**config.mk**
```make
export PLATFORM = sky130hd
export DESIGN_NAME = spf_flash_ctrl
export DESIGN_NICKNAME = d
export VERILOG_FILES = /design/src/pkg/spf_pkg.sv /design/src/hw/spf_prog_timer.sv /design/src/hw/spf_flash_ctrl.sv
export SDC_FILE = /design/constraint.sdc
export NUM_CORES = 1
export LEC_CHECK = 0
export CAP_MARGIN = 20
export CORE_MARGIN = 4
export CORE_UTILIZATION = 64
export CTS_CLUSTER_SIZE = 10
export DETAILED_ROUTE_END_ITERATION = 6
export DONT_BUFFER_PORTS = 1
export PLACE_DENSITY = 0.86
export SETUP_SLACK_MARGIN = 0.02
export SYNTH_ARGS = -nofsm -noshare
export SYNTH_HDL_FRONTEND = slang
export SYNTH_SLANG_ARGS = --single-unit
```
**constraint.sdc**
```tcl
create_clock -name CLK -period 4.94 [get_ports CLK]
set_clock_uncertainty 0.2 [all_clocks]
set_input_delay 0.494 -clock CLK [delete_from_list [all_inputs] [get_ports CLK]]
set_output_delay 0.494 -clock CLK [all_outputs]
set_load 0.01 [all_outputs]
```
**src/pkg/spf_pkg.sv**
```systemverilog
// constants, types and timing for the self-programming flash control
package spf_pkg;
    localparam int CSR_W = 8;
    localparam int PTR_W = 16;
    localparam int BIT_SIG = 5;
    localparam int BIT_CLR = 4;
    localparam int BIT_FUSE_LOCK_READ_SELECT = 3;
    localparam int BIT_PAGE_WRITE_CMD = 2;
    localparam int BIT_PAGE_ERASE_CMD = 1;
    localparam int BIT_EN = 0;
    localparam int DEBUG_FUSE_BIT = 6;
    localparam int SIG_INDEX_W = 6;

    typedef struct packed {
        logic rsvd7;
        logic rsvd6;
        logic signature_read_select;
        logic buffer_clear;
        logic fuse_lock_read_select;
        logic page_write_cmd;
        logic page_erase_cmd;
        logic store_enable;
    } spf_csr_t;

    localparam spf_csr_t CSR_RESET = 8'h00;
    localparam logic [1:0] RSVD_READ = 2'h0;

    // store window in cycles after the write; loads use the first three of them
    localparam logic [2:0] STORE_WINDOW = 3'h4;
    localparam logic [2:0] LOAD_LAST = 3'h2;
    localparam logic [2:0] WIN_LAST = 3'h1;

    localparam logic [1:0] LOCK_ERASED = 2'h3;
    localparam logic [5:0] LOCK_UNUSED_BITS = 6'h3f;
    localparam logic [1:0] FSEL_LOW = 2'h0;
    localparam logic [1:0] FSEL_LOCK = 2'h1;
    localparam logic [1:0] FSEL_EXT = 2'h2;
    localparam logic [1:0] FSEL_HIGH = 2'h3;
    localparam logic [15:0] BUF_ERASED = 16'hffff;

    // timing: 10 MHz system clock, oscillator-derived 1 us timebase
    localparam int CLK_PERIOD_NS = 100;
    localparam int RC_TICK_NS = 1000;
    localparam int RC_TICK_CYCLES = (RC_TICK_NS + CLK_PERIOD_NS - 1) / CLK_PERIOD_NS;
    localparam int PROG_MIN_US = 3700;
    localparam int PROG_MAX_US = 4500;
    localparam int PROG_MIN_TICKS = (PROG_MIN_US * 1000 + RC_TICK_NS - 1) / RC_TICK_NS;
    localparam int PROG_MIN_CYCLES = (PROG_MIN_US * 1000 + CLK_PERIOD_NS - 1) / CLK_PERIOD_NS;
    localparam int PROG_MAX_CYCLES = (PROG_MAX_US * 1000) / CLK_PERIOD_NS;

    typedef enum logic [1:0] {
        ST_IDLE = 2'b00,
        ST_ERASE = 2'b01,
        ST_WRITE = 2'b10,
        ST_LOCK = 2'b11
    } spf_state_t;

    typedef struct packed {
        logic no_prog;
        logic no_verify;
        logic fuse_locked;
        logic debug_link_en;
        logic debug_read_en;
    } spf_prot_t;
endpackage : spf_pkg

```
**src/hw/spf_prog_timer.sv**
```systemverilog
// programming-time timer driven by a divided oscillator tick
`timescale 1ns/1ps
module spf_prog_timer
    import spf_pkg::*;
#(
    parameter int TICK_CYCLES = RC_TICK_CYCLES,
    parameter int PROG_TICKS = PROG_MIN_TICKS
) (
    input wire logic clk,
    input wire logic resetn,
    input wire logic start,
    output logic done,
    output logic running
);
    logic [15:0] div_cnt;
    logic [15:0] tick_cnt;
    logic tick;

    // divider stands in for the calibrated oscillator timebase
    assign tick = running && (div_cnt == 16'(TICK_CYCLES - 1));

    always_ff @(posedge clk) begin
        if (!resetn || start || tick) begin
            div_cnt <= 16'h0000;
        end else if (running) begin
            div_cnt <= div_cnt + 16'h0001;
        end
    end

    always_ff @(posedge clk) begin
        if (!resetn) begin
            running <= 1'b0;
            tick_cnt <= 16'h0000;
            done <= 1'b0;
        end else if (start) begin
            running <= 1'b1;
            tick_cnt <= 16'h0000;
            done <= 1'b0;
        end else if (tick && tick_cnt == 16'(PROG_TICKS - 1)) begin
            running <= 1'b0;
            done <= 1'b1;
        end else begin
            done <= 1'b0;
            if (tick) begin
                tick_cnt <= tick_cnt + 16'h0001;
            end
        end
    end
endmodule : spf_prog_timer

```
**src/hw/spf_flash_ctrl.sv**
```systemverilog
// self-programming control: control/status register, page buffer, lock bits
`timescale 1ns/1ps
// Notes on behaviour
// - control bits 7:6 always read zero
// - signature read returns table byte at pointer
// - buffer clear bit empties the page buffer
// - fuse/lock read selected by pointer low bits
// - page write programs buffer into pointer page
// - page write bit clears on finish or timeout
// - page erase erases page at pointer
// - page erase bit clears on finish or timeout
// - CPU stalled during erase and write
// - store enable opens four-cycle store window
// - plain store loads word into buffer
// - store enable clears after store or timeout
// - store enable stays set while busy
// - operations last between 3.7 and 4.5 ms
// - reset lets a running write finish
// - two lock bits, only chip erase sets
// - both unprogrammed means no protection
// - mode 2 blocks programming, fuses, debug link
// - mode 3 also blocks external verification
// - debug fuse keeps memory readable over link
// - EEPROM write blocks programming and fuse reads
module spf_flash_ctrl
    import spf_pkg::*;
#(
    parameter int PAGE_WORDS = 32,
    parameter int PAGES = 128,
    parameter int TICK_CYCLES = RC_TICK_CYCLES,
    parameter int PROG_TICKS = PROG_MIN_TICKS
) (
    input wire logic CLK,
    input wire logic RESETN,
    input wire logic CSR_WE,
    input wire logic [CSR_W-1:0] CSR_WDATA,
    output logic [CSR_W-1:0] CSR_RDATA,
    input wire logic STORE_INSTR,
    input wire logic LOAD_INSTR,
    input wire logic [PTR_W-1:0] POINTER,
    input wire logic [15:0] STORE_DATA,
    output logic LOAD_HIT,
    output logic [7:0] LOAD_DATA,
    output logic CPU_STALL,
    input wire logic EEPROM_BUSY,
    input wire logic [7:0] FUSE_LOW,
    input wire logic [7:0] FUSE_HIGH,
    input wire logic [7:0] FUSE_EXT,
    output logic [SIG_INDEX_W-1:0] SIG_INDEX,
    input wire logic [7:0] SIG_BYTE,
    input wire logic [1:0] LOCK_NV,
    output logic LOCK_WE,
    output logic [1:0] LOCK_WDATA,
    output logic FLASH_ERASE,
    output logic FLASH_WE,
    output logic [$clog2(PAGES)-1:0] FLASH_PAGE,
    output logic [$clog2(PAGE_WORDS)-1:0] FLASH_WORD,
    output logic [15:0] FLASH_WDATA,
    output spf_prot_t PROT
);
    localparam int WORD_W = $clog2(PAGE_WORDS);
    localparam int PAGE_W = $clog2(PAGES);

    spf_csr_t csr;
    spf_state_t state;
    logic [2:0] win;
    logic [15:0] page_buf [PAGE_WORDS];
    logic [PAGE_WORDS-1:0] written;
    logic [WORD_W:0] wr_idx;
    logic eep_q;
    logic busy;
    logic keep_n;
    logic accept_wr;
    logic store_ok;
    logic store_go;
    logic load_go;
    logic start_op;
    logic op_done;
    logic buf_clear;
    logic [WORD_W-1:0] fill_idx;
    logic [7:0] fuse_mux;

    assign busy = (state != ST_IDLE);
    // reset is held off from the operation logic while flash is being written
    assign keep_n = RESETN || busy;
    assign CPU_STALL = busy;
    assign accept_wr = CSR_WE && !busy && !EEPROM_BUSY;
    assign store_ok = csr.store_enable && (win != 3'h0) && !busy;
    assign store_go = STORE_INSTR && store_ok && !EEPROM_BUSY;
    assign load_go = LOAD_INSTR && csr.store_enable && (win >= LOAD_LAST) && !busy
        && !EEPROM_BUSY && (csr.signature_read_select || csr.fuse_lock_read_select);
    assign start_op = store_go && (csr.page_erase_cmd || csr.page_write_cmd
        || csr.fuse_lock_read_select);
    assign fill_idx = POINTER[WORD_W:1];
    assign CSR_RDATA = {RSVD_READ, csr[5:0]};
    assign SIG_INDEX = POINTER[SIG_INDEX_W-1:0];

    // EEPROM write starting mid page-load throws the loaded data away
    assign buf_clear = (!RESETN && !busy) || (accept_wr && CSR_WDATA[BIT_CLR])
        || (op_done && state == ST_WRITE) || (EEPROM_BUSY && !eep_q);

    always_comb begin
        unique case (POINTER[1:0])
            FSEL_LOW: fuse_mux = FUSE_LOW;
            FSEL_LOCK: fuse_mux = {LOCK_UNUSED_BITS, LOCK_NV};
            FSEL_EXT: fuse_mux = FUSE_EXT;
            FSEL_HIGH: fuse_mux = FUSE_HIGH;
        endcase
    end

    // lock modes: 11 none, 10 no external programming, 00 also no verify
    assign PROT.no_prog = (LOCK_NV != LOCK_ERASED);
    assign PROT.no_verify = (LOCK_NV == 2'b00);
    assign PROT.fuse_locked = !LOCK_NV[0];
    assign PROT.debug_link_en = !FUSE_HIGH[DEBUG_FUSE_BIT] && (LOCK_NV == LOCK_ERASED);
    // read-out stays open with the fuse programmed, whatever the lock state
    assign PROT.debug_read_en = !FUSE_HIGH[DEBUG_FUSE_BIT];

    spf_prog_timer #(
        .TICK_CYCLES(TICK_CYCLES),
        .PROG_TICKS(PROG_TICKS)
    ) u_timer (
        .clk(CLK),
        .resetn(keep_n),
        .start(start_op),
        .done(op_done),
        .running()
    );

    always_ff @(posedge CLK) begin
        if (!keep_n) begin
            csr <= CSR_RESET;
            win <= 3'h0;
        end else if (busy) begin
            if (op_done) begin
                csr <= CSR_RESET;
                win <= 3'h0;
            end
        end else if (accept_wr) begin
            csr <= CSR_WDATA[BIT_EN] ? {RSVD_READ, CSR_WDATA[5:0]} : CSR_RESET;
            win <= CSR_WDATA[BIT_EN] ? STORE_WINDOW : 3'h0;
        end else if (start_op) begin
            win <= 3'h0;
        end else if (store_go || load_go || win == WIN_LAST) begin
            csr <= CSR_RESET;
            win <= 3'h0;
        end else if (win != 3'h0) begin
            win <= win - 3'h1;
        end
    end

    always_ff @(posedge CLK) begin
        // reset in the else arm: unknown state at power-up still lands in idle
        if (keep_n) begin
            if (busy) begin
                if (op_done) begin
                    state <= ST_IDLE;
                end
            end else if (start_op) begin
                if (csr.page_erase_cmd) begin
                    state <= ST_ERASE;
                end else if (csr.page_write_cmd) begin
                    state <= ST_WRITE;
                end else begin
                    state <= ST_LOCK;
                end
            end
        end else begin
            state <= ST_IDLE;
        end
    end

    always_ff @(posedge CLK) begin
        if (!keep_n) begin
            FLASH_PAGE <= '0;
            FLASH_ERASE <= 1'b0;
            LOCK_WE <= 1'b0;
            LOCK_WDATA <= LOCK_ERASED;
        end else begin
            FLASH_ERASE <= start_op && csr.page_erase_cmd;
            LOCK_WE <= start_op && !csr.page_erase_cmd && !csr.page_write_cmd;
            if (start_op) begin
                // register pair data is ignored for erase and write
                FLASH_PAGE <= POINTER[WORD_W+PAGE_W:WORD_W+1];
                // AND keeps software from ever unprogramming a lock bit
                LOCK_WDATA <= LOCK_NV & STORE_DATA[1:0];
            end
        end
    end

    // page write streams the buffer out one word per cycle at the start
    always_ff @(posedge CLK) begin
        if (!keep_n) begin
            wr_idx <= '0;
            FLASH_WE <= 1'b0;
            FLASH_WORD <= '0;
            FLASH_WDATA <= 16'h0000;
        end else if (start_op) begin
            wr_idx <= '0;
            FLASH_WE <= 1'b0;
        end else if (state == ST_WRITE && wr_idx < (WORD_W+1)'(PAGE_WORDS)) begin
            FLASH_WE <= 1'b1;
            FLASH_WORD <= wr_idx[WORD_W-1:0];
            FLASH_WDATA <= page_buf[wr_idx[WORD_W-1:0]];
            wr_idx <= wr_idx + (WORD_W+1)'(1);
        end else begin
            FLASH_WE <= 1'b0;
        end
    end

    always_ff @(posedge CLK) begin
        if (!RESETN) begin
            eep_q <= 1'b0;
        end else begin
            eep_q <= EEPROM_BUSY;
        end
    end

    // each word may be loaded once until the buffer is cleared
    for (genvar g = 0; g < PAGE_WORDS; g++) begin : g_buf
        always_ff @(posedge CLK) begin
            if (buf_clear) begin
                page_buf[g] <= BUF_ERASED;
                written[g] <= 1'b0;
            end else if (store_go && !start_op && !csr.buffer_clear
                && fill_idx == WORD_W'(g) && !written[g]) begin
                page_buf[g] <= STORE_DATA;
                written[g] <= 1'b1;
            end
        end
    end

    always_ff @(posedge CLK) begin
        if (!RESETN) begin
            LOAD_HIT <= 1'b0;
            LOAD_DATA <= 8'h00;
        end else begin
            LOAD_HIT <= load_go;
            if (load_go) begin
                LOAD_DATA <= csr.signature_read_select ? SIG_BYTE : fuse_mux;
            end
        end
    end

    // helper: cycles spent in the current operation
    logic [16:0] op_cyc;
    always_ff @(posedge CLK) begin
        if (!busy) begin
            op_cyc <= 17'h0_0000;
        end else begin
            op_cyc <= op_cyc + 17'h0_0001;
        end
    end

    chk_rsvd_zero: assert property (@(posedge CLK) CSR_RDATA[7:6] == RSVD_READ)
        else $error("reserved control bits read nonzero");
    chk_sig_load: assert property (@(posedge CLK) disable iff (!RESETN)
        load_go && csr.signature_read_select |=> LOAD_HIT && LOAD_DATA == $past(SIG_BYTE))
        else $error("signature read returned wrong byte");
    chk_buf_clear: assert property (@(posedge CLK) disable iff (!RESETN)
        accept_wr && CSR_WDATA[BIT_CLR] |=> written == '0)
        else $error("buffer not cleared");
    chk_lock_read: assert property (@(posedge CLK) disable iff (!RESETN)
        load_go && !csr.signature_read_select && POINTER[1:0] == FSEL_LOCK
        |=> LOAD_DATA == {LOCK_UNUSED_BITS, $past(LOCK_NV)})
        else $error("lock bit read wrong");
    chk_write_start: assert property (@(posedge CLK) disable iff (!RESETN)
        start_op && csr.page_write_cmd |=> state == ST_WRITE ##1 FLASH_WE)
        else $error("page write did not start");
    chk_win_expire: assert property (@(posedge CLK) disable iff (!RESETN)
        (accept_wr && CSR_WDATA[BIT_EN] && !CSR_WDATA[BIT_PAGE_ERASE_CMD]
        ##1 (!STORE_INSTR && !LOAD_INSTR && !CSR_WE) [*4]) |=> csr == CSR_RESET)
        else $error("store window did not expire after four cycles");
    chk_stall_op: assert property (@(posedge CLK) disable iff (!RESETN)
        start_op && csr.page_erase_cmd |=> CPU_STALL [*8])
        else $error("cpu not stalled during erase");
    chk_en_busy: assert property (@(posedge CLK) disable iff (!RESETN)
        busy && !op_done |=> csr.store_enable || !busy)
        else $error("store enable dropped while busy");
    chk_op_time: assert property (@(posedge CLK) disable iff (!RESETN)
        op_done |-> op_cyc >= 17'(PROG_TICKS * TICK_CYCLES)
        && op_cyc <= 17'(PROG_TICKS * TICK_CYCLES + 2))
        else $error("operation time out of range");
    chk_reset_hold: assert property (@(posedge CLK)
        !RESETN && busy && !op_done |=> state == $past(state))
        else $error("reset aborted a flash write");
    chk_eep_block: assert property (@(posedge CLK) disable iff (!RESETN)
        EEPROM_BUSY && !busy |=> !busy && !LOAD_HIT)
        else $error("flash access during EEPROM write");
    chk_late_store: assert property (@(posedge CLK) disable iff (!RESETN)
        STORE_INSTR && win == 3'h0 && !busy && !accept_wr |=> !busy && $stable(written))
        else $error("store outside window had effect");

    cov_erase: cover property (@(posedge CLK) disable iff (!RESETN)
        start_op && csr.page_erase_cmd);
    cov_write: cover property (@(posedge CLK) disable iff (!RESETN) state == ST_WRITE && op_done);
    cov_sig: cover property (@(posedge CLK) disable iff (!RESETN) load_go && csr.signature_read_select);
endmodule : spf_flash_ctrl

```
==> results.yml <==
status:
  outcome: "finished, final reports clean"
drt:
  drt-wirelength-per-cell_um: 26.33
  wl_um: 73060
  drc: 0
  drt_iter0_markers: 2319
  vias: 18026
  drtAntennaViolNets: 0
  firstDrtPassIters: 5
  via_per_inst: 6.496
die:
  die_w_um: 221.1
  rows: 77
  ios: 142
  die_area_um2: 48900
  initial_core_util: 0.6517
  die_y_um: 221.1
  core_area_um2: 44610
placement:
  hpwl_um: 43970
  place.gp.congestion: 0.9092
  pre_cts_ws_ns: 0.9652
  io_buffers: 0
timing:
  fmax_mhz: 251.5
  rsz0062_at_grt: "false"
  final.setup.worst_slack_ns: 0.9637
  setup-tns-final_ns: 0
  finalHoldViolations: 0
  tightest_slew_ns: 1.145
  post-route-period-util: 0.8049
  slew_headroom: 0.2368
  slew_violations: 0
  final.min_clock_period_ns: 3.976
  finalSetupViolations: 0
grt:
  grt_pass1_wl_um: 110300
  overflow: 0
  grt_max_degree: 77
  grt_antenna_before_repair: 1
  track_usage: 0.2955
  grt_pass1_vias: 18138
synthesis:
  netlist_area_um2: 29070
  yosysMostFrequentCell: "edfxtp_1"
  synth_edf_count: 512
  synth_top_area_frac: 0.5289
  synthTopCellsByCount: "edfxtp_1, nand2b_1, or2_2"
  ys_types: 56
  syn_area_per_cell_um2: 13.66
  yosys_warnings: 0
  ys_seq_elements: 638
  ys_async_sr_fraction: 0
  synth_flop_cell: "edfxtp_1"
  synth_seq_area_share: 0.6156
  synth_largest_area_cell: "edfxtp_1"
  synth.area.top_cells: "edfxtp_1, dfxtp_1, mux4_2, nand2b_1, or2_2"
  synthCells: 2128
clock_tree:
  clkTransAtPathRegs_ns: 0.06
  clockRootBuffer: "clkbuf_16"
  tritoncts: "yes"
  cts.hold.buffers_added: 45
  clk_latency_ns: 0.61
  numCtsBuffers: 74
  clock-sinks: 638
  cts-htree-levels: 3
  cts_resized: 0
  clk_path_buf_depth: 3
  postCtsSetupRepairBufs: 0
flow_run:
  maxCapViolCount: 0
setup_path:
  worstSetupPathType: "flop to flop"
  cp.arrival_ns: 4.12
  r2r_cells: 5
  timing.rr.end: "page_buf[22][11]"
  start_kind: "flop"
  r2r_start: "CSR_RDATA[0]"
  cp.required_ns: 5.08
  cp-end-kind: "flop"
  crit_path_end: "page_buf[22][11]"
  critPathLaunch: "CSR_RDATA[0]"
  r2r_slack_ns: 0.96
  worst-path-max-fanout: 17
power_and_ir_drop:
  p_per_area_nw_per_um2: 369.5
  p_leak_nw: 8.709
  total_power_mw: 11.96
  peakVddDrop_v: 0.0002923
hold_path:
  hold_path.class: "input pin to flop"
cells_and_area:
  drive_above_1_share: 0.2434
  syn_to_final_growth_pct: 11.35
  nets: 2209
  filler_cell_count: 2687
[final cells by class]
class | count | area (um^2) | share of cell area
diodes | 1 | 2.502 | 0.00007730
clock buffers | 127 | 2072 | 0.06401
clock inverters | 9 | 102.6 | 0.003169
inverters | 13 | 48.80 | 0.001507
multi-input cells | 1297 | 10430 | 0.3222
flip-flops and latches | 638 | 17910 | 0.5532
well taps | 592 | 740.7 | 0.02288
repair buffers | 98 | 1066 | 0.03293
[logic make-up after synthesis]
| group | synth area share |
|---|---|
| AO/OA/AOI/OAI | 0.05061 |
| XOR/XNOR | 0.007231 |
| adder cells (fa/ha/maj) | 0.003013 |
| buffers and inverters | 0.02888 |
| flip-flops | 0.6156 |
| multiplexers | 0.1182 |
| other | 0.0001290 |
| AND/OR/NAND/NOR | 0.1763 |
[routing by layer]
layer  part of all wire  vias up  track usage
met5                  0        -            0
met3              0.098      201      0.06573
met1               0.37     9022       0.3900
li1                   -     7786            -
met2               0.49     1017       0.4790
met4              0.047        0       0.1293
[cells in the final DEF (no fill, tap or decap), types with 11 or more instances in the layout]
cell type / count
edfxtp_1: 512
nand2b_1: 294
or2_2: 229
dfxtp_1: 123
nand2_1: 116
mux2i_1: 116
mux4_2: 98
clkbuf_16: 75
nor2_1: 60
clkbuf_1: 52
buf_4: 46
a22oi_1: 32
dlygate4sd3_1: 31
nand3_1: 28
a21oi_1: 27
o21ai_0: 26
o22ai_1: 24
nor4_4: 19
o21a_1: 18
buf_12: 18
o31ai_2: 16
a32oi_1: 16
a21o_1: 16
xor2_1: 15
inv_1: 13
nand4_1: 13
or3_1: 11
[metrics by stage]
step                instances  hold slack, ns    util  cell area (um^2)
finish                   2775         0.02534  0.7257             32370
global route             2775         0.01096  0.7257             32370
CTS                      2771        0.006288  0.7246             32320
detailed placement       2590          0.2355  0.6626             29550
global placement         2590          0.2303  0.6626             29550
floorplan                2129          0.2229       -             29080
[worst min-delay path by stage]
stage | startpoint | to | slack, ns | cells past startpoint
after floorplan | written[10] | written[10] | 0.22 | 2
after global placement | written[30] | written[30] | 0.23 | 2
after detailed placement | written[28] | written[28] | 0.24 | 2
after CTS | SIG_BYTE[3] | LOAD_DATA[3] | 0.006 | 3
after global routing | SIG_BYTE[3] | LOAD_DATA[3] | 0.01 | 3
final | SIG_BYTE[3] | LOAD_DATA[3] | 0.03 | 3
[sequential cells by signal, indices dropped and copies added, names as in the netlist, 3 cells and up]
| register | count |
|---|---|
| wr_idx | 6 |
| LOAD_DATA | 8 |
| FLASH_WORD | 5 |
| written | 32 |
| CSR_RDATA | 6 |
| u_timer.tick_cnt | 16 |
| FLASH_PAGE | 7 |
| u_timer.div_cnt | 16 |
| page_buf | 512 |
| win | 3 |
| FLASH_WDATA | 16 |
[worst max-delay path, stage by stage (launching register included)]
cell     delay, ns
dfxtp_1       0.46
or4b_4        0.55
or2_0         0.50
nor4_4        0.73
nand3_1       0.72
or2_2         0.53
[report_power, final]
part           total [mW]  internal, mW  switching (mW)
clock                5.01          2.91            2.10
sequential           5.99          5.90          0.0846
combinational       0.966         0.315           0.651
No activity file was read; power rests on OpenSTA's default activity.
